$ cat config.mk
export PLATFORM = sky130hd
export DESIGN_NAME = pspc_host
export DESIGN_NICKNAME = d
export VERILOG_FILES = /design/src/common/pspc_pkg.sv /design/src/logic/pspc_host.sv /design/src/logic/pspc_sync.sv
export SDC_FILE = /design/constraint.sdc
export NUM_CORES = 1
export LEC_CHECK = 0
export BUFFER_PORTS_ARGS = -buffer_cell sky130_fd_sc_hd__buf_4
export CAP_MARGIN = 20
export CORE_AREA = 2 2 241 243
export DETAILED_ROUTE_END_ITERATION = 8
export DIE_AREA = 0 0 243 245
export GPL_TIMING_DRIVEN = 0
export SLEW_MARGIN = 10
export SYNTH_ARGS = -nofsm -noshare
export SYNTH_HDL_FRONTEND = slang
export SYNTH_SLANG_ARGS = --single-unit
$ cat constraint.sdc
create_clock -name MCLK -period 14.34 [get_ports MCLK]
set_input_delay 0.717 -clock MCLK [delete_from_list [all_inputs] [get_ports MCLK]]
set_output_delay 0.717 -clock MCLK [all_outputs]
set_load 0.005 [all_outputs]
$ cat src/common/pspc_pkg.sv
// constants and types for the print start position controller
package pspc_pkg;
	// clock and tick timing
	localparam int CLK_PERIOD_NS = 10;
	localparam int TICK_PERIOD_NS = 2500000;
	localparam int TICK_CYCLES = TICK_PERIOD_NS / CLK_PERIOD_NS;
	// safe zone and start qualification, in transitions; PRELOAD_SETS counts dot sets
	localparam logic [16:0] ZONE_MARGIN = 17'h00003;
	localparam logic [16:0] FAR_SKIP_LIMIT = 17'h000FF;
	localparam logic [16:0] FAR_START_LIMIT = 17'h00022;
	localparam logic [16:0] SPEED_VALID_MAX = 17'h0007F;
	localparam logic [7:0] SPEED_MARGIN = 8'h02;
	localparam logic [2:0] PRELOAD_SETS = 3'h4;
	// dot rate limiting: half-dots allowed per tick is 2 * 2200 * 2.5 ms
	localparam int DOT_RATE_MAX = 2200;
	// split so the product stays inside a 32-bit int
	localparam logic [15:0] HALF_DOTS_PER_TICK = 16'(2 * DOT_RATE_MAX * (TICK_PERIOD_NS / 1000) / 1000000);
	localparam logic [15:0] BUDGET_MAX = 16'h0B00;
	localparam int BUDGET_SHIFT = 4;
	// flight time: about 400 us, 0.16 tick; factor 41/256
	localparam int FLIGHT_TIME_US = 400;
	localparam logic [7:0] FLIGHT_NUM = 8'h29;
	localparam int FLIGHT_SHIFT = 8;
	// servo
	localparam int SERVO_SHIFT = 2;
	localparam logic [7:0] SLEW_LIMIT = 8'h7F;
	// register offsets
	localparam logic [7:0] REG_CTRL = 8'h00;
	localparam logic [7:0] REG_CELL_LEAD = 8'h04;
	localparam logic [7:0] REG_CELL_GAP = 8'h08;
	localparam logic [7:0] REG_FONT_LIMIT = 8'h0C;
	localparam logic [7:0] REG_TARGET = 8'h10;
	localparam logic [7:0] REG_DOT_DATA = 8'h14;
	localparam logic [7:0] REG_COMP_BIAS = 8'h18;
	localparam logic [7:0] REG_STATUS = 8'h1C;
	localparam logic [7:0] REG_POSITION = 8'h20;
	localparam logic [7:0] REG_LIMIT = 8'h24;
	// reset values
	localparam logic [7:0] FONT_LIMIT_RESET = 8'h40;
	localparam logic [15:0] BUDGET_RESET = 16'h0B00;
	typedef enum logic [4:0] {
		ST_IDLE = 5'h01,
		ST_PREP = 5'h02,
		ST_APPROACH = 5'h04,
		ST_DONE = 5'h08,
		ST_ABORT = 5'h10
	} pspc_state_type;
endpackage

$ cat src/logic/pspc_host.sv
// host controller: print start qualification, dot feed, servo and dot rate limit
//
// The register offsets and register access over APB were chosen for this implementation.
`timescale 1ns/1ps
module pspc_host #(
	parameter int TICK_CYC = pspc_pkg::TICK_CYCLES,
	parameter int POS_W = 16
) (
	// clock and reset
	input wire logic MCLK,
	input wire logic RST,
	// apb slave
	input wire logic PSEL,
	input wire logic PENABLE,
	input wire logic PWRITE,
	input wire logic [7:0] PADDR,
	input wire logic [31:0] PWDATA,
	output logic [31:0] PRDATA,
	output logic PREADY,
	output logic PSLVERR,
	// device pins in
	input wire logic [POS_W-1:0] POS_COUNT,
	input wire logic DOT_REQ,
	input wire logic PAPER_OUT,
	input wire logic COVER_OPEN,
	// device pins out
	output logic PRINT_START,
	output logic TRANS_ADD,
	output logic TRANS_SUB,
	output logic [8:0] DOT_DATA,
	output logic DOT_PUSH,
	output logic DOT_IRQ_EN,
	output logic [7:0] SPEED_CMD,
	output logic TICK_CLEAR
);
	typedef struct packed {
		pspc_pkg::pspc_state_type st;
		logic pready;
		logic pslverr;
		logic [31:0] prdata;
		logic reverse;
		logic vmotion;
		logic [15:0] cell_lead;
		logic [15:0] cell_gap;
		logic [7:0] font_lim;
		logic [15:0] target;
		logic [3:0] comp_bias;
		logic [17:0] tick_cnt;
		logic [15:0] prev_pos;
		logic [15:0] speed;
		logic [7:0] dots_tick;
		logic [15:0] budget;
		logic [7:0] comp_applied;
		logic [2:0] loaded;
		logic started;
		logic aborted;
		logic print_start;
		logic trans_add;
		logic trans_sub;
		logic [8:0] dot_data;
		logic dot_push;
		logic dot_irq_en;
		logic [7:0] speed_cmd;
		logic tick_clear;
	} pspc_regs_type;
	pspc_regs_type r;
	pspc_regs_type next_r;
	logic [POS_W-1:0] pos_sync;
	logic [2:0] flags_sync;
	pspc_sync #(.WIDTH(POS_W)) u_pos_sync (.clk(MCLK), .rst(RST), .d(POS_COUNT), .q(pos_sync));
	pspc_sync #(.WIDTH(3)) u_flag_sync (.clk(MCLK), .rst(RST), .d({DOT_REQ, PAPER_OUT, COVER_OPEN}), .q(flags_sync));
	// qualification terms, mirrored by direction
	logic signed [16:0] pos_s;
	logic signed [16:0] spd_now;
	logic signed [16:0] spd_dir;
	logic signed [16:0] proj;
	logic signed [16:0] zone_near;
	logic signed [16:0] zone_far;
	logic signed [16:0] d_far;
	logic signed [16:0] d_near;
	logic [7:0] therm_lim;
	logic [7:0] eff_lim;
	logic tick_hit;
	logic fault;
	logic qual_tick;
	logic apb_setup;
	logic apb_wr;
	always_comb begin
		pos_s = 17'(signed'(pos_sync));
		spd_now = 17'(signed'(16'(pos_sync - r.prev_pos)));
		spd_dir = r.reverse ? -spd_now : spd_now;
		proj = pos_s + spd_now;
		zone_near = r.reverse ? 17'(signed'(r.cell_lead)) - signed'(pspc_pkg::ZONE_MARGIN)
			: 17'(signed'(r.cell_lead)) + signed'(pspc_pkg::ZONE_MARGIN);
		zone_far = r.reverse ? 17'(signed'(r.cell_gap)) + signed'(pspc_pkg::ZONE_MARGIN)
			: 17'(signed'(r.cell_gap)) - signed'(pspc_pkg::ZONE_MARGIN);
		d_far = r.reverse ? proj - zone_far : zone_far - proj;
		d_near = r.reverse ? zone_near - proj : proj - zone_near;
		therm_lim = 8'(r.budget >> pspc_pkg::BUDGET_SHIFT);
		eff_lim = (therm_lim < r.font_lim) ? therm_lim : r.font_lim;
		tick_hit = (r.tick_cnt == 18'(TICK_CYC - 1));
		fault = r.vmotion | flags_sync[1] | flags_sync[0];
		qual_tick = tick_hit && (r.st == pspc_pkg::ST_APPROACH);
		apb_setup = PSEL && !PENABLE && !r.pready;
		apb_wr = PSEL && PENABLE && r.pready && PWRITE && !r.pslverr;
	end
	always_comb begin
		logic signed [16:0] err;
		logic signed [16:0] cmd;
		logic signed [16:0] lim;
		logic [15:0] aspd;
		logic signed [16:0] want;
		logic signed [16:0] bud;
		logic [15:0] dmax;
		err = '0;
		cmd = '0;
		lim = '0;
		aspd = '0;
		want = '0;
		bud = '0;
		dmax = '0;
		next_r = r;
		next_r.print_start = 1'b0;
		next_r.trans_add = 1'b0;
		next_r.trans_sub = 1'b0;
		next_r.dot_push = 1'b0;
		next_r.tick_clear = 1'b0;
		next_r.pready = 1'b0;
		next_r.pslverr = 1'b0;
		// apb: setup cycle latches answer, access cycle completes
		if (apb_setup) begin
			next_r.pready = 1'b1;
			next_r.prdata = '0;
			unique case (PADDR)
				pspc_pkg::REG_CTRL: next_r.prdata = {28'h0000000, r.dot_irq_en, r.vmotion, r.reverse,
					r.st == pspc_pkg::ST_APPROACH || r.st == pspc_pkg::ST_PREP};
				pspc_pkg::REG_CELL_LEAD: next_r.prdata = {16'h0000, r.cell_lead};
				pspc_pkg::REG_CELL_GAP: next_r.prdata = {16'h0000, r.cell_gap};
				pspc_pkg::REG_FONT_LIMIT: next_r.prdata = {24'h000000, r.font_lim};
				pspc_pkg::REG_TARGET: next_r.prdata = {16'h0000, r.target};
				pspc_pkg::REG_DOT_DATA: next_r.prdata = {23'h000000, r.dot_data};
				pspc_pkg::REG_COMP_BIAS: next_r.prdata = {28'h0000000, r.comp_bias};
				pspc_pkg::REG_STATUS: next_r.prdata = {22'h000000, r.loaded, flags_sync[2], r.aborted, r.started,
					r.st == pspc_pkg::ST_DONE, r.st == pspc_pkg::ST_ABORT, r.st == pspc_pkg::ST_APPROACH,
					r.st == pspc_pkg::ST_PREP};
				pspc_pkg::REG_POSITION: next_r.prdata = {r.speed, pos_sync};
				pspc_pkg::REG_LIMIT: next_r.prdata = {r.budget, 8'h00, eff_lim};
				default: next_r.pslverr = 1'b1;
			endcase
		end
		if (apb_wr) begin
			unique case (PADDR)
				pspc_pkg::REG_CTRL: begin
					next_r.reverse = PWDATA[1];
					next_r.vmotion = PWDATA[2];
					if (PWDATA[0] && r.st != pspc_pkg::ST_APPROACH && r.st != pspc_pkg::ST_PREP) begin
						next_r.st = pspc_pkg::ST_PREP;
						next_r.loaded = '0;
						next_r.dot_irq_en = 1'b0;
					end else if (!PWDATA[0] && r.st != pspc_pkg::ST_DONE) begin
						next_r.st = pspc_pkg::ST_IDLE;
						next_r.dot_irq_en = 1'b0;
					end
				end
				pspc_pkg::REG_CELL_LEAD: next_r.cell_lead = PWDATA[15:0];
				pspc_pkg::REG_CELL_GAP: next_r.cell_gap = PWDATA[15:0];
				pspc_pkg::REG_FONT_LIMIT: next_r.font_lim = PWDATA[7:0];
				pspc_pkg::REG_TARGET: next_r.target = PWDATA[15:0];
				pspc_pkg::REG_DOT_DATA: begin
					next_r.dot_data = PWDATA[8:0];
					next_r.dot_push = 1'b1;
					if (r.dots_tick != 8'hFF) begin
						next_r.dots_tick = r.dots_tick + 8'h01;
					end
					if (r.st == pspc_pkg::ST_PREP) begin
						next_r.loaded = r.loaded + 3'h1;
						if (r.loaded == pspc_pkg::PRELOAD_SETS - 3'h1) begin
							next_r.dot_irq_en = 1'b1;
							next_r.st = pspc_pkg::ST_APPROACH;
						end
					end
				end
				pspc_pkg::REG_COMP_BIAS: next_r.comp_bias = PWDATA[3:0];
				pspc_pkg::REG_STATUS: begin
					next_r.started = r.started & ~PWDATA[0];
					next_r.aborted = r.aborted & ~PWDATA[1];
				end
				default: ;
			endcase
		end
		// tick: speed, servo, dot budget, flight compensation, qualification
		next_r.tick_cnt = tick_hit ? '0 : r.tick_cnt + 18'h00001;
		if (tick_hit) begin
			next_r.tick_clear = 1'b1;
			next_r.prev_pos = pos_sync;
			next_r.speed = spd_now[15:0];
			bud = 17'(signed'({1'b0, r.budget})) + 17'(signed'({1'b0, pspc_pkg::HALF_DOTS_PER_TICK}))
				- 17'(signed'({8'h00, r.dots_tick, 1'b0}));
			next_r.budget = (bud < 0) ? 16'h0000 : (bud > 17'(pspc_pkg::BUDGET_MAX)) ? pspc_pkg::BUDGET_MAX : bud[15:0];
			next_r.dots_tick = (apb_wr && PADDR == pspc_pkg::REG_DOT_DATA) ? 8'h01 : 8'h00;
			err = 17'(signed'(r.target)) - pos_s;
			lim = (r.st == pspc_pkg::ST_APPROACH || r.st == pspc_pkg::ST_DONE) ? 17'(eff_lim)
				: 17'(pspc_pkg::SLEW_LIMIT);
			cmd = err >>> pspc_pkg::SERVO_SHIFT;
			if (cmd > lim) cmd = lim;
			if (cmd < -lim) cmd = -lim;
			next_r.speed_cmd = fault ? 8'h00 : cmd[7:0];
			aspd = spd_now[16] ? 16'(-spd_now) : spd_now[15:0];
			want = 17'(({8'h00, aspd[7:0]} * {8'h00, pspc_pkg::FLIGHT_NUM}) >> pspc_pkg::FLIGHT_SHIFT)
				+ 17'(signed'(r.comp_bias));
			if (r.reverse) want = -want;
			if (want > 17'(signed'(r.comp_applied))) begin
				next_r.trans_add = 1'b1;
				next_r.comp_applied = r.comp_applied + 8'h01;
			end else if (want < 17'(signed'(r.comp_applied))) begin
				next_r.trans_sub = 1'b1;
				next_r.comp_applied = r.comp_applied - 8'h01;
			end
		end
		if (qual_tick) begin
			dmax = {8'h00, eff_lim + pspc_pkg::SPEED_MARGIN};
			if (fault || spd_dir < 0 || d_far < 0) begin
				next_r.st = pspc_pkg::ST_ABORT;
				next_r.dot_irq_en = 1'b0;
				next_r.aborted = 1'b1;
			end else if (d_far > 17'(pspc_pkg::FAR_SKIP_LIMIT)) begin
				next_r.st = pspc_pkg::ST_APPROACH;
			end else if (spd_dir < 17'(dmax) && d_far < 17'(pspc_pkg::FAR_START_LIMIT)
				&& spd_dir > 0 && spd_dir <= 17'(pspc_pkg::SPEED_VALID_MAX) && d_far > spd_dir) begin
				if (d_near > 0) begin
					next_r.print_start = 1'b1;
					next_r.st = pspc_pkg::ST_DONE;
					next_r.started = 1'b1;
				end else begin
					next_r.st = pspc_pkg::ST_ABORT;
					next_r.dot_irq_en = 1'b0;
					next_r.aborted = 1'b1;
				end
			end
		end
	end
	always_ff @(posedge MCLK) begin
		if (RST) begin
			r <= '0;
			r.st <= pspc_pkg::ST_IDLE;
			r.font_lim <= pspc_pkg::FONT_LIMIT_RESET;
			r.budget <= pspc_pkg::BUDGET_RESET;
		end else begin
			r <= next_r;
		end
	end
	assign PRDATA = r.prdata;
	assign PREADY = r.pready;
	assign PSLVERR = r.pslverr;
	assign PRINT_START = r.print_start;
	assign TRANS_ADD = r.trans_add;
	assign TRANS_SUB = r.trans_sub;
	assign DOT_DATA = r.dot_data;
	assign DOT_PUSH = r.dot_push;
	assign DOT_IRQ_EN = r.dot_irq_en;
	assign SPEED_CMD = r.speed_cmd;
	assign TICK_CLEAR = r.tick_clear;
endmodule // pspc_host

$ cat src/logic/pspc_sync.sv
// two flip-flop synchroniser for pin inputs
`timescale 1ns/1ps
module pspc_sync #(
	parameter int WIDTH = 1
) (
	// clock and reset
	input wire logic clk,
	input wire logic rst,
	// data
	input wire logic [WIDTH-1:0] d,
	output logic [WIDTH-1:0] q
);
	typedef struct packed {
		logic [WIDTH-1:0] s1;
		logic [WIDTH-1:0] s2;
	} pspc_sync_type;
	pspc_sync_type r;
	pspc_sync_type next_r;
	always_comb begin
		next_r.s1 = d;
		next_r.s2 = r.s1;
	end
	always_ff @(posedge clk) begin
		if (rst) begin
			r <= '0;
		end else begin
			r <= next_r;
		end
	end
	assign q = r.s2;
endmodule // pspc_sync

=== Word level (Yosys, flattened, before mapping) ===
Index checks and enable logic that the tools add are counted.

* Register bits after elaboration: 249
* Input port bits: 64
* Word-level logic and storage cells: 216

* $add $sub $neg: 23
* Multiply operators: 1
* $lt $le $gt $ge: 16
* Eq/ne operators: 21
* Muxes and demuxes: 66
* Bitwise logic cells: 11
* Reduce and logical (&&, ||, !) cells: 46

{| class="wikitable"
|+ Operators with widths
! operator !! count
|-
| 32-bit case mux with 10 select lines || 1
|-
| 17-bit two-way mux || 9
|-
| 8-bit two-way mux || 10
|-
| 17-bit subtractor || 4
|-
| 17-bit by 1-bit less-than comparator with 1-bit output (second input constant) || 3
|-
| 5-bit two-way mux || 10
|-
| 16-bit by 3-bit adder with 17-bit output (second input constant) || 2
|-
| 17-bit by 1-bit > comparator with 1-bit output (second input constant) || 2
|-
| 17-bit by 8-bit less-than comparator with 1-bit output || 2
|-
| 34-bit two-way mux || 1
|-
| 8-bit negation with 17-bit output || 2
|-
| 16-bit by 3-bit subtractor with 17-bit output (second input constant) || 2
|-
| 8-bit by 5-bit == test with 1-bit output (second input constant) || 4
|-
| 16-bit two-way mux || 2
|-
| 32-bit two-way mux || 1
|-
| 1-bit two-way mux || 22
|-
| 18-bit by 1-bit adder with 18-bit output (second input constant) || 1
|-
| 18-bit == test (second input constant) || 1
|-
| 16-bit by 16-bit adder with 17-bit output || 1
|-
| 16-bit by 4-bit adder with 17-bit output (second input constant) || 1
|-
| 17-bit by 12-bit > comparator with 1-bit output (second input constant) || 1
|-
| 17-bit > comparator || 1
|-
| 17-bit by 8-bit > comparator with 1-bit output || 1
|-
| 17-bit by 8-bit > comparator with 1-bit output (second input constant) || 1
|-
| 48 further kinds || 99
|}

=== Depth between registers and ports, before layout ===
Gate-level depths: netlist (run 1).

* Depth in word-level cells: 13
* Depth in mapped cells: 54
* Gate-level depth less buffers: 54

=== By module ===
Synthesis (run 1) repeated with hierarchy kept, for this count alone.

* Cell total of the unflattened synthesis: 2760
* Area total of the unflattened synthesis: 21474.3 sq um

{| class="wikitable"
|+ By module, submodules not included
! module !! instances !! cells each !! area an instance (sq um)
|-
| pspc_host || 1 || 2681 || 20453.4
|-
| pspc_sync at u_pos_sync || 1 || 67 || 863.3
|-
| pspc_sync at u_flag_sync || 1 || 12 || 157.7
|}

=== Worst setup path before layout (run 1) ===
No wires, ideal clock.

* Kind: reg-to-reg
* Start: reg u_pos_sync.r, in the netlist u_pos_sync.q[1]
* End: reg r[35] (netlist bit)
* Library setup time: 0.128 ns
* Arrival: 9.606 ns
* Setup slack: 4.607 ns
* Cell stages (with the launch flop): 53
* Path buffers: 0
* Period minus slack after synthesis: 9.733 ns
* Cells stage by stage: dfxtp_1 > ha_1 > nor2b_4 > o21a_4 > o211ai_1 > a31o_2 > o21ai_1 > xnor2_2 > inv_2 > nand2_1 > xor2_1 > inv_1 > ha_1 > ha_1 > xnor2_1 > ha_1 > ha_1 > nor2b_1 > (+17 left out) > o21ai_0 > ha_1 > nand3_1 > nor2_1 > a2111oi_0 > o22ai_1 > nand2_1 > ha_1 > a21o_1 > a21o_1 > a21o_1 > a21oi_1 > o21bai_1 > a21oi_1 > xor2_1 > nand2_1 > xnor2_1 > nor2_1

* Elaborated cells on any way between the ends: 13
* Those cells by class: 4 x add/sub; 1 x mul; 2 x order compare; 4 x mux; 2 x reduce/logical

{| class="wikitable"
|+ RTL lines
! what !! RTL line !! RTL
|-
| from (decl) || pspc_sync.sv:17 || <nowiki>pspc_sync_type r;</nowiki>
|-
| from (signal assigned) || pspc_sync.sv:27 || <nowiki>r <= next_r;</nowiki>
|-
| 16-bit subtractor * || pspc_host.sv:90 || <nowiki>spd_now = 17'(signed'(16'(pos_sync - r.prev_pos)));</nowiki>
|-
| named net spd_now[15] || pspc_host.sv:74 || <nowiki>logic signed [16:0] spd_now;</nowiki>
|-
| 8-bit two-way mux * || pspc_host.sv:208 || <nowiki>aspd = spd_now[16] ? 16'(-spd_now) : spd_now[15:0];</nowiki>
|-
| 8-bit by 6-bit multiplier with 14-bit output * || pspc_host.sv:209 || <nowiki>want = 17'(({8'h00, aspd[7:0]} * {8'h00, pspc_pkg::FLIGHT_NUM}) >> pspc_pkg::FLIGHT_SHIFT)</nowiki>
|-
| 7-bit by 4-bit adder with 8-bit output * || pspc_host.sv:210 || <nowiki>+ 17'(signed'(r.comp_bias));</nowiki>
|-
| 8-bit negation with 17-bit output || pspc_host.sv:211 || <nowiki>if (r.reverse) want = -want;</nowiki>
|-
| 17-bit two-way mux * || pspc_host.sv:211 ||
|-
| 17-bit two-way mux * || pspc_host.sv:193 || <nowiki>if (tick_hit) begin</nowiki>
|-
| 17-bit by 8-bit > comparator with 1-bit output or 17-bit by 8-bit less-than comparator with 1-bit output (tied branches) || pspc_host.sv:212, pspc_host.sv:215 ||
|-
| 2-bit nonzero test (no line) || -- ||
|-
| 2-bit AND reduction (no line) || -- ||
|-
| to (signal assigned) || pspc_host.sv:249 || <nowiki>r <= next_r;</nowiki>
|-
| to (decl) || pspc_host.sv:66 || <nowiki>pspc_regs_type r;</nowiki>
|}

Mark *: on every way through the listed nets, which the timed path passes. The rest lies on a longest branch. The select of a mux whose other input is x is not followed.
A chain may end at the register's enable or synchronous reset.

=== Worst setup path in the final report (run 1) ===
* Start: reg u_pos_sync.r, in the netlist u_pos_sync.q[6]
* End: reg r[35] (netlist bit)

The elaborated chain is that of the path after synthesis.

==> summary.md, run 1 <==
| Metric | Value |
|---|---|
| Path category of the worst min-delay check | in -> reg |
| Proportion of synthesized chip area in sequential cells | 23.18% |
| Largest incremental delay on the critical path | 0.68 ns |
| FILL cells | 5,854 |
| Clk slew on worst S/H paths | 0.06 ns |
| Static leakage | 10.48 nW |
| Count of endpoints failing hold in the final timing report | 0 |
| Share of post-route cells with drive strength above 1 | 9.094% |
| Final Hold Slack | 0.3455 ns |
| Clock net sink count | 249 |
| Number of violations reported at the end of detailed-routing iteration 0 | 1,862 |
| Highest-delay cell along the critical path | sky130_fd_sc_hd__dfxtp_1 |
| Tot Pwr | 2.694 mW |
| Vias in the first global route | 20,100 |
| Seq. cell area | 4985 µm² |
| Net count of the mapped netlist | 3,129 |
| Highest attainable clock frequency | 81.16 MHz |
| Top-count cell post-synth | sky130_fd_sc_hd__nand2_1 |
| Post-detailed-route count of antenna-violating nets | 0 |
| Total standard cell area after synthesis | 21,500 µm² |
| Critical path arrival | 12.78 ns |
| Final max-slew violation count | 0 |
| Placed inst area | 23,240 µm² |
| Startpoint of the most critical register-to-register path | u_pos_sync.q[6] |
| Largest fanout of any net on the critical path | 10 |
| Final clock skew | 0.03662 ns |
| Total number of H-tree levels | 1 |
| Routability congestion estimate | 0.9654 |
| Post-CTS Hold Buffers | 0 |
| Detailed placement HPWL | 63,970 µm |
| Final clock period utilization by the worst path | 85.93% |
| Least-Margin Pin Slew | 1.107 ns |
| Initial standard-cell utilization of the core | 37.70% |
| Main area contributors after synthesis | sky130_fd_sc_hd__dfxtp_1, sky130_fd_sc_hd__ha_1, sky130_fd_sc_hd__a21oi_1, sky130_fd_sc_hd__nand2_1, sky130_fd_sc_hd__xnor2_1 |
| DRC viols | 0 |
| Async set or reset register ratio after synthesis | 0% |
| Final-report setup violation count | 0 |
| Global router's overall resource usage | 25.49% |
| Number of violations of the max-capacitance limit | 0 |
| Worst Setup Start Kind | register |
| Overflow after GRT | 0 |
| Sum of negative setup slack | 0 ns |
| Filler-free cell count of the finished design | 3,691 |
| Worst r2r dst | r[35] |
| Area fraction of the dominant cell type after synthesis | 23.18% |
| TritonRoute pass-1 iters | 6 |
| Cell count after synthesis | 2,768 |
| Sum of routed wire length over all layers | 78,010 µm |
| Routed wirelength normalized by instance count | 21.13 µm |
| Total CTS buffers | 29 |
| Leading area contributor after synthesis | sky130_fd_sc_hd__dfxtp_1 |
| Ports placed on the boundary | 121 |
| R2R Setup Slk | 2.02 ns |
| Most common cell on crit path | sky130_fd_sc_hd__ha_1 |
| NumNets Final | 3,263 |
| Post_cts resized | 0 |
| Minimum period implied by the final worst setup slack | 12.32 ns |
| Clock latency at the later pin of the worst-skew pair | 0.61 ns |
| DIE WIDTH | 243 µm |
| Layout Area Growth over Synthesis | 12.92% |
| Hold path startpoint | POS_COUNT[9] |
| Routed via count divided by cell count | 5.630 |
| Setup Buffers After CTS | 0 |
| Setup crit start | u_pos_sync.q[6] |
| Number of different library cells in the post-synthesis netlist | 103 |
| Most used standard cells in the synthesized netlist | sky130_fd_sc_hd__nand2_1, sky130_fd_sc_hd__ha_1, sky130_fd_sc_hd__a21oi_1 |
| Run status | completed |
| Number of cells in the design after placement | 3,636 |
| Multi-input combinational cell area | 14,990 µm² |
| Num rows | 88 |
| Primary FF master, synth | sky130_fd_sc_hd__dfxtp_1 |
| Syn Area/Cell | 7.769 µm² |
| Height of the chip | 245 µm |
| Clock Path Buffers | 3 |
| Maximum number of pins on one net before global-route repair | 25 |
| Initial antenna violation count | 2 |
| Post-synth EDFFs | 0 |
| Placeable core region | 57,030 µm² |
| Worst Hold End | u_pos_sync.next_r[9] |
| Count of cells along the worst hold path | 2 |
| Category of the worst setup path capture point | register |
| RSZ-0062 raised after global routing | false |
| Root buffer cell | sky130_fd_sc_hd__clkbuf_16 |
| First-pass GRT wire length | 117,700 µm |
| Cell count of the worst reg-to-reg path | 52 |
| FF+latch count, synth | 249 |
| I/O Buffers | 101 |
| Synth warnings | 0 |
| P per Cell Area | 110.9 nW/µm² |
| Rel. slew slack | 25.70% |
| Final std cell area, no fill | 24,280 µm² |
| Maximum vdd drop | 0.1066 mV |
| Critical path type | reg -> reg |
| Die area | 59,540 µm² |
| Total via count in the routed design | 20,780 |
| Required time at the worst-slack endpoint | 14.80 ns |
| CTS tree | built |
## critical path: cells and delay by family (launching register included)
kind,cells,cell delay [ns]
buffers and inverters,2,0.41
multiplexers,1,0.44
XOR/XNOR,7,1.71
adder cells (fa/ha/maj),9,2.80
AO/OA/AOI/OAI,19,4.04
AND/OR/NAND/NOR,14,2.11
flip-flops,1,0.68
## cell families (layout without fill, tap and decap cells)
group / Yosys count / in the layout / synth area share (%)
multiplexers: 32 / 32 / 1.536
AND/OR/NAND/NOR: 903 / 903 / 20.00
flip-flops: 249 / 249 / 23.18
buffers and inverters: 355 / 512 / 7.122
adder cells (fa/ha/maj): 297 / 297 / 17.63
other: 0 / 1 / 0
AO/OA/AOI/OAI: 744 / 744 / 22.80
XOR/XNOR: 188 / 188 / 7.727
## through the flow
step	worst slack, ns	util [%]
finish	2.018	42.58
global route	1.227	42.57
CTS	2.171	42.57
detailed placement	2.202	40.75
global placement	2.401	40.71
floorplan	4.607	-
## cell type report
| cell class | count | share of cell area [%] |
|---|---|---|
| Inverter | 198 | 3.061 |
| Buffer | 157 | 3.251 |
| Multi-Input combinational cell | 2164 | 61.75 |
| Tap cell | 765 | 3.942 |
| Antenna cell | 1 | 0.01031 |
| Timing Repair Buffer | 103 | 3.189 |
| Sequential cell | 249 | 20.53 |
| Clock inverter | 17 | 0.9120 |
| Clock buffer | 37 | 3.359 |
## power by group
group	switching [mW]	leakage [nW]	internal, mW
registers	0.0138	2.02	0.702
clock network	0.333	0.507	0.477
logic	0.716	7.95	0.453
total	1.06	10.5	1.63
## cells in the final DEF, fill, tap and decap left out, drive strengths merged, types with 108 or more instances in the layout
master,Yosys,final
xnor2,108,108
dfxtp,249,249
inv,198,200
ha,287,287
a21oi,269,269
nand2,315,315
buf,61,163
nor2,215,215
o21ai,113,113
clkbuf,96,133
## state kept, by name, indices dropped and copies added, names as in the netlist
signal / cells
TICK_CLEAR: 1
DOT_PUSH: 1
TRANS_SUB: 1
u_flag_sync.next_r: 3
TRANS_ADD: 1
u_pos_sync.q: 16
PRINT_START: 1
PREADY: 1
PRDATA: 32
u_pos_sync.next_r: 16
DOT_IRQ_EN: 1
r: 154
PSLVERR: 1
u_flag_sync.q: 3
SPEED_CMD: 8
DOT_DATA: 9
## worst max-delay path by stage
stage                     endpoint  slack (ns)  depth (start not counted)
final                        r[35]        2.02                         52
after global routing         r[35]        1.23                         52
after CTS                    r[35]        2.17                         52
after detailed placement     r[35]        2.20                         52
after global placement       r[35]        2.40                         52
after floorplan              r[35]        4.61                         52
## per-layer routing
metal,track usage [%],share of wire (%),vias up
li1,-,-,9998
met1,34.79,45,9868
met2,41.11,44,763
met3,3.477,7.2,147
met4,8.914,3.8,4
met5,0,0.045,-
(Power assumes the default switching activity.)
==> inputs of run 2 (changes only) <==
--- a/config.mk
+++ b/config.mk
@@ -7,9 +7,9 @@
 export LEC_CHECK = 0
 export BUFFER_PORTS_ARGS = -buffer_cell sky130_fd_sc_hd__buf_4
 export CAP_MARGIN = 20
-export CORE_AREA = 2 2 241 243
+export CORE_AREA = 2 2 235 237
 export DETAILED_ROUTE_END_ITERATION = 8
-export DIE_AREA = 0 0 243 245
+export DIE_AREA = 0 0 237 239
 export GPL_TIMING_DRIVEN = 0
 export SLEW_MARGIN = 10
 export SYNTH_ARGS = -nofsm -noshare
==> summary.md, run 2 (same netlist as run 1, synthesis figures left out) <==
| Metric | Value |
|---|---|
| Final max-slew violation count | 0 |
| Critical path type | reg -> reg |
| Die area | 56,640 µm² |
| Met3 Usage GRT | 3.072% |
| Worst Hold End | u_pos_sync.next_r[13] |
| Highest-delay cell along the critical path | sky130_fd_sc_hd__dfxtp_1 |
| Static leakage | 10.47 nW |
| Startpoint of the most critical register-to-register path | u_pos_sync.q[1] |
| Path category of the worst min-delay check | in -> reg |
| Overflow after GRT | 0 |
| Tot Pwr | 2.671 mW |
| Rel. slew slack | 21.16% |
| Detailed placement HPWL | 63,270 µm |
| Num rows | 86 |
| Maximum vdd drop | 0.08673 mV |
| TritonRoute pass-1 iters | 5 |
| Setup Buffers After CTS | 0 |
| Critical path arrival | 12.74 ns |
| Hold path startpoint | POS_COUNT[13] |
| Clk slew on worst S/H paths | 0.06 ns |
| Placeable core region | 54,340 µm² |
| Final Hold Slack | 0.3624 ns |
| Clock Path Buffers | 3 |
| Total via count in the routed design | 20,700 |
| Number of violations of the max-capacitance limit | 0 |
| Flip-flop count of the largest register after layout | 154 |
| Post_cts resized | 0 |
| NumNets Final | 3,265 |
| RSZ-0062 raised after global routing | false |
| Filler-free cell count of the finished design | 3,632 |
| Setup ws final | 2.068 ns |
| Met1 track demand over resource | 36.68% |
| Util after Layout | 44.50% |
| Final-report setup violation count | 0 |
| Required time at the worst-slack endpoint | 14.81 ns |
| Routed wirelength normalized by instance count | 21.19 µm |
| Final std cell area, no fill | 24,180 µm² |
| Placed inst area | 23,160 µm² |
| Total number of H-tree levels | 1 |
| DIE WIDTH | 237 µm |
| Clock net sink count | 249 |
| Sum of routed wire length over all layers | 76,960 µm |
| Final clock period utilization by the worst path | 85.58% |
| Category of the worst setup path capture point | register |
| DRC viols | 0 |
| Highest attainable clock frequency | 81.49 MHz |
| Global router's overall resource usage | 26.68% |
| Maximum number of pins on one net before global-route repair | 25 |
| Cell count of the worst reg-to-reg path | 52 |
| I/O Buffers | 101 |
| Count of cells along the worst hold path | 2 |
| P per Cell Area | 110.5 nW/µm² |
| Post-detailed-route count of antenna-violating nets | 0 |
| Total CTS buffers | 30 |
| Sum of negative setup slack | 0 ns |
| Post-placement setup slack | 2.274 ns |
| Commonest cells after routing, fill and taps aside | sky130_fd_sc_hd__nand2_1, sky130_fd_sc_hd__ha_1, sky130_fd_sc_hd__a21oi_1 |
| Largest incremental delay on the critical path | 0.65 ns |
| Initial antenna violation count | 2 |
| Worst Setup Start Kind | register |
| Multi-input combinational cell area | 14,990 µm² |
| Count of endpoints failing hold in the final timing report | 0 |
| CTS tree | built |
| Met2 usage in global routing | 43.87% |
| Most common cell on crit path | sky130_fd_sc_hd__ha_1 |
| R2R Setup Slk | 2.07 ns |
| Number of violations reported at the end of detailed-routing iteration 0 | 1,638 |
| Worst r2r dst | r[35] |
| Layout Area Growth over Synthesis | 12.44% |
| Ports placed on the boundary | 121 |
| Vias in the first global route | 19,830 |
| Routability congestion estimate | 0.9876 |
| Run status | completed |
| Seq. cell area | 4985 µm² |
| Clock latency at the later pin of the worst-skew pair | 0.62 ns |
| Minimum period implied by the final worst setup slack | 12.27 ns |
| Routed via count divided by cell count | 5.700 |
| Largest register by flop count | r |
| First-pass GRT wire length | 116,900 µm |
| Largest fanout of any net on the critical path | 10 |
| Most heavily used metal layer in global routing | met2 |
| Most frequent standard cell in the layout excluding fill and tap cells | sky130_fd_sc_hd__nand2_1 |
| Number of cells in the design after placement | 3,576 |
| Root buffer cell | sky130_fd_sc_hd__clkbuf_16 |
| Least-Margin Pin Slew | 1.174 ns |
| Final clock skew | 0.05581 ns |
| Initial standard-cell utilization of the core | 39.57% |
| Height of the chip | 239 µm |
| FILL cells | 5,514 |
| Post-CTS Hold Buffers | 0 |
| Share of post-route cells with drive strength above 1 | 8.917% |
==> run 2: cell count changes in the layout (fill, tap and decap cells not counted), sizes merged <==
| cell | previous run | this run |
|---|---|---|
| clkinvlp | 3 | 1 |
| clkbuf | 133 | 141 |
| clkinv | 8 | 7 |
| buf | 163 | 165 |
| clkdlybuf4s15 | 1 | 0 |
| inv | 200 | 198 |
| bufinv | 4 | 2 |
==> run 2: cell type report <==
type	instances	area share [%]
Multi-Input combinational cell	2164	62.01
Sequential cell	249	20.62
Tap cell	704	3.643
Clock buffer	45	3.627
Buffer	157	3.265
Timing Repair Buffer	104	3.193
Inverter	198	3.074
Clock inverter	10	0.5589
Antenna cell	1	0.01035
==> run 2: how the worst max path moves through the flow <==
stage,slack (ns),end,startpoint
6_report,2.07,r[35],u_pos_sync.q[1]
5_1_grt,1.41,r[35],u_pos_sync.q[1]
4_1_cts,2.26,r[35],u_pos_sync.q[1]
3_5_place_dp,2.27,r[35],u_pos_sync.q[1]
3_3_place_gp,2.45,r[35],u_pos_sync.q[1]
2_1_floorplan,4.61,r[35],u_pos_sync.q[1]
==> run 2: where the power goes <==
group	switching, mW	internal (mW)
clock	0.317	0.459
sequential	0.0133	0.703
combinational	0.726	0.454
total	1.06	1.61
==> run 2: layer usage <==
| metal | routed length (µm) | part of all wire [%] | vias up |
|---|---|---|---|
| met2 | 34600 | 45 | 680 |
| li1 | - | - | 9990 |
| met3 | 4664 | 6.1 | 128 |
| met5 | 13 | 0.017 | - |
| met1 | 35290 | 46 | 9904 |
| met4 | 2389 | 3.1 | 2 |
==> run 2: critical path: cells and delay by family, from the launching register on <==
family / cells / cell delay, ns
AOI/OAI and AO/OA: 18 / 3.42
xor gates and xnor gates: 7 / 1.91
adders and majority gates: 9 / 3.00
buffers and inverters: 2 / 0.41
DFF: 1 / 0.65
muxes: 1 / 0.20
and+or+nand+nor: 15 / 2.57
